[src/hdl/phrase_pkg.sv]
// Package of constants for the serial phrase command port
package phrase_pkg;
    localparam int          CODE_BITS      = 8;
    localparam logic [7:0]  STOP_CODE      = 8'h00;
    localparam logic [7:0]  LAST_PHRASE    = 8'hF7;
    localparam logic [7:0]  FIRST_TEST     = 8'hF8;
    localparam int          ROM_AW         = 18;
    localparam logic [17:0] TABLE_LAST     = 18'h0_07C7;
    localparam logic [17:0] USER_FIRST     = 18'h0_07C8;
    localparam logic [17:0] USER_LAST      = 18'h2_FFFC;
    localparam logic [17:0] TEST_FIRST     = 18'h2_FFFD;
    localparam logic [17:0] TEST_LAST      = 18'h2_FFFF;
    localparam int          CLK_HZ         = 100_000_000;
    localparam int          START_NS       = 1000;
    localparam int          START_CYC      = (START_NS * (CLK_HZ / 1_000_000)
                                              + 999) / 1000;
    localparam int          PLAY_BITS      = 16;
    typedef enum logic [2:0] {
        OPT_A = 3'b000,
        OPT_B = 3'b001,
        OPT_C = 3'b010,
        OPT_D = 3'b011,
        OPT_E = 3'b100,
        OPT_F = 3'b101
    } mask_option_t;
    typedef enum logic [1:0] {
        REGION_TABLE = 2'b00,
        REGION_USER  = 2'b01,
        REGION_TEST  = 2'b10,
        REGION_NONE  = 2'b11
    } rom_region_t;
endpackage : phrase_pkg

[src/hdl/rom_region_if.sv]
// Interface carrying a ROM address and its decoded region
`timescale 1ns/1ps
interface rom_region_if;
    logic [phrase_pkg::ROM_AW-1:0] addr;
    phrase_pkg::rom_region_t       region;
    logic                          fetch_ok;
    modport decoder (input addr, output region, output fetch_ok);
    modport user    (output addr, input region, input fetch_ok);
endinterface : rom_region_if

[src/hdl/rom_region_decode.sv]
// ROM address region decoder
`timescale 1ns/1ps
module rom_region_decode (
    rom_region_if.decoder bus
);
    wire in_table = bus.addr <= phrase_pkg::TABLE_LAST;
    wire in_user  = bus.addr >= phrase_pkg::USER_FIRST &&
                    bus.addr <= phrase_pkg::USER_LAST;
    wire in_test  = bus.addr >= phrase_pkg::TEST_FIRST &&
                    bus.addr <= phrase_pkg::TEST_LAST;
    assign bus.region = in_table ? phrase_pkg::REGION_TABLE :
                        in_user  ? phrase_pkg::REGION_USER  :
                        in_test  ? phrase_pkg::REGION_TEST  :
                                   phrase_pkg::REGION_NONE;
    assign bus.fetch_ok = (in_table || in_user) && !in_test;
endmodule : rom_region_decode

[src/hdl/phrase_command_serial_port.sv]
// Serial phrase command receiver with playback status
`timescale 1ns/1ps
// Function
// - Only the first eight serial clock pulses form the code.
// - Zero stops playback; 01 through F7 select a phrase.
// - Control table 0 to 7C7, user data 7C8 to 2FFFC.
// - Locations 2FFFD to 2FFFF are reserved and never fetched.
// - Build option picks framing style only; clock frequency is fixed by CLK_HZ.
// - Three-wire: accept only while select low; two-wire: tied low.
// - Latch-empty high when a new code can be taken, after reset.
// - Busy low while output is active, high after reset.
// - Reset low gives standby and clears internal state.
module phrase_command_serial_port #(
    parameter phrase_pkg::mask_option_t OPTION   = phrase_pkg::OPT_A,
    parameter int                       PLAY_LEN = 1 << phrase_pkg::PLAY_BITS
) (
    // Clock and reset
    input  wire logic                          clk_in,
    input  wire logic                          rst_n_in,
    // Serial link
    input  wire logic                          serial_clk_in,
    input  wire logic                          serial_data_in,
    input  wire logic                          chip_select_n_in,
    // Playback side
    input  wire logic                          latch_taken_in,
    input  wire logic                          playback_done_in,
    // Status and command
    output logic                               phrase_latch_empty_out,
    output logic                               busy_n_out,
    output logic [phrase_pkg::CODE_BITS-1:0]   phrase_code_out,
    output logic                               code_valid_out,
    output logic                               stop_out,
    output logic                               test_code_out,
    output logic [phrase_pkg::ROM_AW-1:0]      rom_addr_out,
    output logic                               rom_fetch_ok_out,
    output logic                               three_wire_out
);
    localparam int CW = phrase_pkg::CODE_BITS;

    // =========================================================
    // Option decode
    wire three_wire = OPTION == phrase_pkg::OPT_A ||
                      OPTION == phrase_pkg::OPT_B ||
                      OPTION == phrase_pkg::OPT_C;

    // =========================================================
    // Input synchronisers
    logic [1:0] sck_s, sda_s, sel_s;
    always_ff @(posedge clk_in) begin
        if (!rst_n_in) begin
            sck_s <= 2'h0;
            sda_s <= 2'h3;
            sel_s <= 2'h3;
        end else begin
            sck_s <= {sck_s[0], serial_clk_in};
            sda_s <= {sda_s[0], serial_data_in};
            sel_s <= {sel_s[0], chip_select_n_in};
        end
    end
    logic sck_d, sel_d;
    always_ff @(posedge clk_in) begin
        if (!rst_n_in) begin
            sck_d <= 1'b0;
            sel_d <= 1'b1;
        end else begin
            sck_d <= sck_s[1];
            sel_d <= sel_s[1];
        end
    end
    wire sck_rise = sck_s[1] && !sck_d;
    wire sck_fall = !sck_s[1] && sck_d;
    wire sel_fall = !sel_s[1] && sel_d;
    wire sel_low  = !sel_s[1];

    // =========================================================
    // Two-wire start bit: data low for START_CYC with clock low
    localparam int SW = $clog2(phrase_pkg::START_CYC + 1);
    localparam logic [SW-1:0] START_N = SW'(phrase_pkg::START_CYC);
    logic [SW-1:0] start_cnt;
    wire start_hold = !sda_s[1] && !sck_s[1];
    wire start_seen = start_hold && start_cnt == START_N - SW'(1);
    always_ff @(posedge clk_in) begin
        if (!rst_n_in || !start_hold)
            start_cnt <= '0;
        else if (start_cnt != START_N)
            start_cnt <= start_cnt + SW'(1);
    end

    // =========================================================
    // Shift register
    logic [CW-1:0] shift;
    logic [3:0]    nbits;
    logic          armed;
    wire accept   = three_wire ? sel_low : armed;
    wire restart  = three_wire ? sel_fall : start_seen;
    wire full     = nbits == 4'(CW);
    wire take_bit = accept && sck_rise && !full;
    wire last_bit = accept && sck_fall && full && armed;
    always_ff @(posedge clk_in) begin
        if (!rst_n_in) begin
            shift <= '0;
            nbits <= '0;
            armed <= 1'b0;
        end else if (restart) begin
            nbits <= '0;
            armed <= 1'b1;
        end else if (take_bit) begin
            shift <= {shift[CW-2:0], sda_s[1]};
            nbits <= nbits + 4'h1;
        end else if (last_bit) begin
            armed <= 1'b0;
        end
    end

    // =========================================================
    // Code decode
    wire is_stop  = shift == phrase_pkg::STOP_CODE;
    wire is_test  = shift >= phrase_pkg::FIRST_TEST;
    wire is_play  = !is_stop && shift <= phrase_pkg::LAST_PHRASE;
    wire got_play = last_bit && is_play && phrase_latch_empty_out;

    // =========================================================
    // ROM pointer: table entry four bytes per code
    rom_region_if rb ();
    rom_region_decode rom_region_decode_i (.bus(rb));
    assign rb.addr = phrase_pkg::ROM_AW'({shift, 2'b00});

    // =========================================================
    // Status and outputs
    always_ff @(posedge clk_in) begin
        if (!rst_n_in) begin
            phrase_latch_empty_out <= 1'b1;
            busy_n_out             <= 1'b1;
            phrase_code_out        <= '0;
            code_valid_out         <= 1'b0;
            stop_out               <= 1'b0;
            test_code_out          <= 1'b0;
            rom_addr_out           <= '0;
            rom_fetch_ok_out       <= 1'b0;
            three_wire_out         <= 1'b0;
        end else begin
            three_wire_out   <= three_wire;
            code_valid_out   <= got_play;
            stop_out         <= last_bit && is_stop;
            test_code_out    <= last_bit && is_test;
            if (got_play) begin
                phrase_code_out  <= shift;
                rom_addr_out     <= rb.addr;
                rom_fetch_ok_out <= rb.fetch_ok;
                phrase_latch_empty_out <= 1'b0;
            end else if (latch_taken_in || (last_bit && is_stop)) begin
                phrase_latch_empty_out <= 1'b1;
            end
            if (last_bit && is_stop)
                busy_n_out <= 1'b1;
            else if (latch_taken_in && !phrase_latch_empty_out)
                busy_n_out <= 1'b0;
            else if (playback_done_in)
                busy_n_out <= 1'b1;
        end
    end

    // =========================================================
    // Checks
    empty_after_rst_a: assert property (@(posedge clk_in)
        !rst_n_in |=> phrase_latch_empty_out)
        else $error("latch empty not high after reset");
    busy_after_rst_a: assert property (@(posedge clk_in)
        !rst_n_in |=> busy_n_out)
        else $error("busy not high after reset");
    eight_bits_a: assert property (@(posedge clk_in)
        disable iff (!rst_n_in) full |=> nbits == 4'(CW) || $past(restart))
        else $error("bit count passed eight");
    stop_code_a: assert property (@(posedge clk_in)
        disable iff (!rst_n_in) stop_out |-> busy_n_out == 1'b1 ##0
        $past(shift) == phrase_pkg::STOP_CODE)
        else $error("stop without zero code");
    no_test_latch_a: assert property (@(posedge clk_in)
        disable iff (!rst_n_in) code_valid_out |->
        phrase_code_out <= phrase_pkg::LAST_PHRASE &&
        phrase_code_out != phrase_pkg::STOP_CODE)
        else $error("reserved code latched");
    test_region_a: assert property (@(posedge clk_in)
        disable iff (!rst_n_in) rb.addr >= phrase_pkg::TEST_FIRST |->
        !rb.fetch_ok)
        else $error("test region fetch allowed");
    select_gate_a: assert property (@(posedge clk_in)
        disable iff (!rst_n_in) three_wire && sel_s[1] |-> !take_bit)
        else $error("bit taken while deselected");
    valid_empty_a: assert property (@(posedge clk_in)
        disable iff (!rst_n_in) code_valid_out |-> !phrase_latch_empty_out)
        else $error("latch empty with new code");
    surplus_hold_a: assert property (@(posedge clk_in)
        disable iff (!rst_n_in) full |=> $stable(shift))
        else $error("shift moved after eight bits");
    bit_count_a: assert property (@(posedge clk_in)
        disable iff (!rst_n_in) take_bit && !restart |=>
        nbits == $past(nbits) + 4'h1)
        else $error("bit count step wrong");
    test_apart_a: assert property (@(posedge clk_in)
        disable iff (!rst_n_in) test_code_out |->
        !code_valid_out && !stop_out)
        else $error("test code also accepted");
    stop_empty_a: assert property (@(posedge clk_in)
        disable iff (!rst_n_in) stop_out |-> phrase_latch_empty_out)
        else $error("latch not emptied by stop");
    latch_hold_a: assert property (@(posedge clk_in)
        disable iff (!rst_n_in) !phrase_latch_empty_out |=>
        $stable(phrase_code_out))
        else $error("full latch overwritten");
    valid_once_a: assert property (@(posedge clk_in)
        disable iff (!rst_n_in) code_valid_out |=> !code_valid_out)
        else $error("second code while latch full");
    busy_play_a: assert property (@(posedge clk_in)
        disable iff (!rst_n_in) latch_taken_in && !phrase_latch_empty_out &&
        !(last_bit && is_stop) |=> !busy_n_out)
        else $error("busy not low at playback start");
    busy_done_a: assert property (@(posedge clk_in)
        disable iff (!rst_n_in) playback_done_in && !latch_taken_in |=>
        busy_n_out)
        else $error("busy held after playback end");
    region_map_a: assert property (@(posedge clk_in)
        disable iff (!rst_n_in) rb.addr <= phrase_pkg::TABLE_LAST |->
        rb.region == phrase_pkg::REGION_TABLE && rb.fetch_ok)
        else $error("table address misdecoded");
    start_arm_a: assert property (@(posedge clk_in)
        disable iff (!rst_n_in) !three_wire && start_seen |=>
        armed && nbits == 4'h0)
        else $error("start bit did not arm");
    reset_clear_a: assert property (@(posedge clk_in)
        !rst_n_in |=> nbits == 4'h0 && !armed)
        else $error("reset left frame state");
endmodule : phrase_command_serial_port

[config.mk]
export PLATFORM = sky130hd
export DESIGN_NAME = phrase_command_serial_port
export DESIGN_NICKNAME = d
export VERILOG_FILES = /design/src/hdl/phrase_pkg.sv /design/src/hdl/rom_region_if.sv /design/src/hdl/rom_region_decode.sv /design/src/hdl/phrase_command_serial_port.sv
export SDC_FILE = /design/constraint.sdc
export NUM_CORES = 1
export LEC_CHECK = 0
export BUFFER_PORTS_ARGS = -buffer_cell sky130_fd_sc_hd__buf_4
export CAP_MARGIN = 20
export CORE_MARGIN = 2
export CORE_UTILIZATION = 30
export DETAILED_ROUTE_END_ITERATION = 10
export REMOVE_ABC_BUFFERS = 1
export SETUP_SLACK_MARGIN = 0.02
export SLEW_MARGIN = 15
export SYNTH_ARGS = -nofsm -noshare
export SYNTH_HDL_FRONTEND = slang
export SYNTH_HIERARCHICAL = 1
export SYNTH_SLANG_ARGS = --single-unit
[constraint.sdc]
create_clock -name clk_in -period 4.3 [get_ports clk_in]
set_input_delay 0.645 -clock clk_in [delete_from_list [all_inputs] [get_ports clk_in]]
set_output_delay 0.645 -clock clk_in [all_outputs]
set_load 0.05 [all_outputs]
==> results of run 1 <==
-- placed cells by master (no fill, tap or decap), types with 2 or more instances in the layout --
master                     count
sky130_fd_sc_hd__nand2_1      26
sky130_fd_sc_hd__nor2_1        7
sky130_fd_sc_hd__nand2b_1      6
sky130_fd_sc_hd__xor2_1        2
sky130_fd_sc_hd__buf_4        29
sky130_fd_sc_hd__nor2b_1       8
sky130_fd_sc_hd__nand4_1       4
sky130_fd_sc_hd__inv_1         3
sky130_fd_sc_hd__clkbuf_8      5
sky130_fd_sc_hd__nand3_1       4
sky130_fd_sc_hd__and2_1        6
sky130_fd_sc_hd__clkbuf_1      2
sky130_fd_sc_hd__ha_1          2
sky130_fd_sc_hd__conb_1       22
sky130_fd_sc_hd__dfxtp_1      36
sky130_fd_sc_hd__nor4_2        2
sky130_fd_sc_hd__mux2i_1      17
-- cell type report --
type                       instances  share of cell area
clock buffer                       7              0.0407
timing repair buffer              29               0.116
tap                               70              0.0468
multi-input combinational        122               0.401
sequential                        36               0.385
clock inverter                     1             0.00468
inverter                           3             0.00601
-- stage by stage --
| step | setup slack [ps] | hold slack (ps) |
|---|---|---|
| floorplan | 2730 | 386 |
| global placement | 2800 | 391 |
| detailed placement | 2730 | 392 |
| CTS | 2720 | 409 |
| global route | 2610 | 441 |
| finish | 2750 | 409 |
-- worst max-delay path, stage by stage, from the launching register on --
cell	delay, ps
sky130_fd_sc_hd__dfxtp_1	330
sky130_fd_sc_hd__inv_1	90
sky130_fd_sc_hd__ha_1	200
sky130_fd_sc_hd__nand3b_4	120
sky130_fd_sc_hd__nor2_2	180
sky130_fd_sc_hd__and4_4	370
sky130_fd_sc_hd__mux2i_1	210
-- power breakdown --
group          switching, uW  internal [uW]  total, uW  leakage (uW)
Sequential              1.67            337        339      0.000292
Combinational           31.3           9.33       40.6      0.000453
Clock                    119            116        235     0.0000424
-- how the worst min path moves through the flow --
| stage | from | to | slack, ps | depth (start not counted) |
|---|---|---|---|---|
| CTS | sel_s[0] | sel_s[1] | 410 | 1 |
| detailed placement | sel_s[0] | sel_s[1] | 390 | 1 |
| global placement | sel_s[0] | sel_s[1] | 390 | 1 |
| floorplan | sda_s[0] | sda_s[1] | 390 | 1 |
| finish | sda_s[0] | sda_s[1] | 410 | 1 |
| global route | sda_s[0] | sda_s[1] | 440 | 1 |
-- flip-flops by register name (all words and copies together), names as in the netlist, 2 cells and up --
signal and cells:
sda_s 2, phrase_code_out 8, shift 8, sel_s 2, sck_s 2, nbits 4
-- routing by layer --
metal | wire (um) | share of wire | vias up | global-route usage
met4 | 10 | 0.0038 | 0 | 0.0273
met5 | 0 | 0 | - | 0
met2 | 1220 | 0.46 | 23 | 0.145
met1 | 1310 | 0.49 | 464 | 0.118
li1 | - | - | 563 | -
met3 | 128 | 0.048 | 2 | 0.0367
==> impl_metrics.json, run 1 <==
{
  "rsz_0062_raised_after_global_routing": "false",
  "core_sq_um": 5070,
  "fillerInstances": 543,
  "power-per-cell-area_nw_per_um2": 328,
  "drive_above_1_share": 0.212,
  "clock_tree_from_tritoncts": "built",
  "hold_path_class": "reg2reg",
  "clk_path_buf_depth": 2,
  "drc_errors": 0,
  "setup.reg_to_reg.worst_slack_ps": 2750,
  "postCtsResizedCells": 0,
  "rows": 26,
  "worst_ep_required_time_ps": 4520,
  "outcome": "finished clean",
  "multi_input_area_sq_um": 751,
  "final_net_count": 206,
  "clockRootBuffer": "sky130_fd_sc_hd__clkbuf_8",
  "post_synth.cell_area_avg_sq_um": 9.60,
  "place.gp.congestion": 0.730,
  "setup_violating_endpoint_count_in_the_final_report": 0,
  "drt_iter0_drc": 54,
  "cts_setup_buffers": 0,
  "initial_utilization": 0.308,
  "total_leakage_power_uw": 0.000788,
  "postRouteAntennaNets": 0,
  "firstDrtPassIters": 4,
  "io_buffers": 29,
  "clkSinkCount": 36,
  "timing.rr.end": "phrase_code_out[6]",
  "floorplan.die.height_um": 76.2,
  "post_drt_wl_per_cell_um": 9.94,
  "post_route_design_area_sq_um": 1870,
  "place.detailed.hpwl_um": 1840,
  "antenna_cells": 0,
  "residual_overflow_from_global_routing": 0,
  "critPathKind": "reg2reg",
  "power_uw": 614,
  "fin_cells": 268,
  "placed_cells": 260,
  "vias_in_the_first_global_route": 968,
  "yosysWarnings": 6,
  "synthesized_instance_count": 163,
  "design.die.area_sq_um": 5810,
  "final-max-slew-violation-count": 0,
  "synth.cell_area_sq_um": 1570,
  "finalCritPeriodShare": 0.360,
  "layout_min_cycle_time_ps": 1550,
  "numCtsBuffers": 5,
  "critical_path.endpoint_type": "register",
  "worst_setup_hold_path_clk_slew_ps": 70,
  "final.setup_skew_ps": 9.43,
  "via_density_per_instance": 3.93,
  "grt_antenna_before_repair": 0,
  "area_delta_synth_final_pct": 19.7,
  "setup_total_negative_slack_ps": 0,
  "cp_data_arrival_time_ps": 1770,
  "floorplan.die.width_um": 76.2,
  "holdBufCountCts": 0,
  "ir_worst_vdd_mv": 0.139,
  "pin_count": 40,
  "ff_latch_area_sq_um": 721,
  "postRouteWirelength_um": 2670,
  "worst_skew_late_latency_ps": 280,
  "globalRouteTotalUtil": 0.0928,
  "postPlaceCellArea_sq_um": 1790,
  "hold_viol_final": 0,
  "critical_path.startpoint": "nbits[0]",
  "achievable-frequency_ghz": 0.645,
  "cts-htree-levels": 2,
  "worst-path-max-fanout": 11,
  "grt_max_degree": 42,
  "routed-via-count": 1052,
  "cap_viol_max_count": 0,
  "grt_first_pass_wirelength_um": 4320,
  "cp-start-kind": "register",
  "crit_end": "phrase_code_out[6]",
  "ff2ff_path_depth": 6,
  "postLayoutCoreUtil": 0.369,
  "worst_r2r_startpoint": "nbits[0]"
}
(Power assumes the default switching activity.)
==> run 2: changes to the inputs <==
clock period = 1.55 ns   (was 4.3 ns; I/O delays follow)
==> run 2 against run 1 <==
Effect of this change: register-to-register slack worse by 2600 ps; global-route usage is 0.63 points higher; die area stayed put; sequential share of layout area is 1.0 points lower; routed wire length is 0.30% higher; first-iteration DRC count is 3.7% higher; largest power group unchanged.
==> impl_metrics.json, run 2 (synthesized netlist as in run 1, its figures left out) <==
{
  "via_density_per_instance": 4.00,
  "rows": 26,
  "worst_setup_hold_path_clk_slew_ps": 70,
  "vias_in_the_first_global_route": 987,
  "layout_min_cycle_time_ps": 1420,
  "antenna_cells": 0,
  "globalRouteTotalUtil": 0.0990,
  "outcome": "finished clean",
  "clkSinkCount": 36,
  "setup.reg_to_reg.worst_slack_ps": 130,
  "mostFrequentLayoutCells": "34 x sky130_fd_sc_hd__dfxtp_1, 33 x sky130_fd_sc_hd__buf_4, 26 x sky130_fd_sc_hd__nand2_1, 22 x sky130_fd_sc_hd__conb_1, 17 x sky130_fd_sc_hd__mux2i_1",
  "routed-via-count": 1091,
  "pin_count": 40,
  "cap_viol_max_count": 0,
  "grt_max_degree": 42,
  "biggestRegsByFlops": "phrase_code_out: 8 flops, shift: 8 flops, nbits: 4 flops",
  "core_sq_um": 5070,
  "cp-start-kind": "register",
  "achievable-frequency_ghz": 0.707,
  "fin_cells": 273,
  "postRouteWirelength_um": 2670,
  "total_leakage_power_uw": 0.000822,
  "critPathKind": "reg2reg",
  "critical_path.endpoint_type": "register",
  "clock_tree_from_tritoncts": "built",
  "drt_iter0_drc": 56,
  "cp_data_arrival_time_ps": 1630,
  "grt_antenna_before_repair": 0,
  "clockRootBuffer": "sky130_fd_sc_hd__clkbuf_8",
  "cts-htree-levels": 2,
  "floorplan.die.height_um": 76.2,
  "power-per-cell-area_nw_per_um2": 895,
  "area_delta_synth_final_pct": 23.4,
  "post_drt_wl_per_cell_um": 9.79,
  "io_buffers": 29,
  "residual_overflow_from_global_routing": 0,
  "place.detailed.hpwl_um": 1850,
  "final.setup_skew_ps": 7.68,
  "clk_path_buf_depth": 2,
  "drc_errors": 0,
  "postPlaceCellArea_sq_um": 1810,
  "design.die.area_sq_um": 5810,
  "final_common_cell": "sky130_fd_sc_hd__dfxtp_1",
  "finalCritPeriodShare": 0.913,
  "firstDrtPassIters": 4,
  "drive_above_1_share": 0.261,
  "postRouteAntennaNets": 0,
  "hold_path_class": "in2reg",
  "holdBufCountCts": 0,
  "grt_first_pass_wirelength_um": 4570,
  "final-max-slew-violation-count": 0,
  "setup_total_negative_slack_ps": 0,
  "hold_viol_final": 0,
  "final_net_count": 211,
  "worst_skew_late_latency_ps": 280,
  "numCtsBuffers": 5,
  "worst_ep_required_time_ps": 1760,
  "ir_worst_vdd_mv": 0.541,
  "post_route_design_area_sq_um": 1930,
  "floorplan.die.width_um": 76.2,
  "placed_cells": 263,
  "place.gp.congestion": 0.704,
  "rsz_0062_raised_after_global_routing": "false",
  "worst-path-max-fanout": 6,
  "initial_utilization": 0.308,
  "setup_violating_endpoint_count_in_the_final_report": 0
}
==> run 2: cell count changes in the layout (fill, tap and decap cells not counted), sizes merged <==
cell	before	now
buf	29	33
clkbuf	7	6
clkinv	1	2
and4	2	3
==> run 2: worst paths after layout <==
kind / startpoint / endpoint / cells after the start
setup / recovery: nbits[0] / phrase_code_out[3] / 6
hold reg to reg: sda_s[0] / sda_s[1] / 1
setup reg to reg: nbits[0] / phrase_code_out[3] / 6
hold / removal: serial_data_in / sda_s[0] / 2
==> run 2: timing repair <==
action,CTS,global route
hold endpoints to repair,0,0
buffers inserted,0,1
cloned,1,0
gates resized for setup,1,5
endpoints found under the setup margin,9,15
pin swaps,1,2
==> run 2: layout make-up <==
type,count,area [sq um]
fill,544,3140
multi-input combinational,123,769
sequential,36,723
timing repair buffer,33,248
tap,70,87.6
clock buffer,6,82.6
inverter,3,11.3
clock inverter,2,10.0
==> run 2: power by group <==
group	internal (uW)	switching (uW)	total [uW]
combinational	26.5	86.5	113
sequential	937	4.58	941
clock	354	320	675
==> run 2: through the flow <==
stage          setup slack, ps  hold slack [ps]   util  power (uW)
4_1_cts                   44.7              124  0.378        1760
3_3_place_gp              76.8              391  0.357        1080
6_report                   135              134  0.381        1730
2_1_floorplan              126              260      -        1040
5_1_grt                   26.6              127  0.381        1810
3_5_place_dp             -2.47              392  0.357        1080
==> run 2: worst max-delay path, stage by stage (launching register included) <==
cell and delay, ps:
sky130_fd_sc_hd__dfxtp_2 340, sky130_fd_sc_hd__inv_2 70, sky130_fd_sc_hd__ha_2 190, sky130_fd_sc_hd__nand3b_4 100
sky130_fd_sc_hd__nor2_4 140, sky130_fd_sc_hd__and4_4 320, sky130_fd_sc_hd__mux2i_1 190
==> run 2: layer usage <==
metal | GRT usage | vias to the layer above | share of wire
met5 | 0 | - | 0
met4 | 0.0436 | 0 | 0.019
met3 | 0.0332 | 5 | 0.051
met2 | 0.165 | 25 | 0.48
met1 | 0.116 | 485 | 0.45
li1 | - | 576 | -
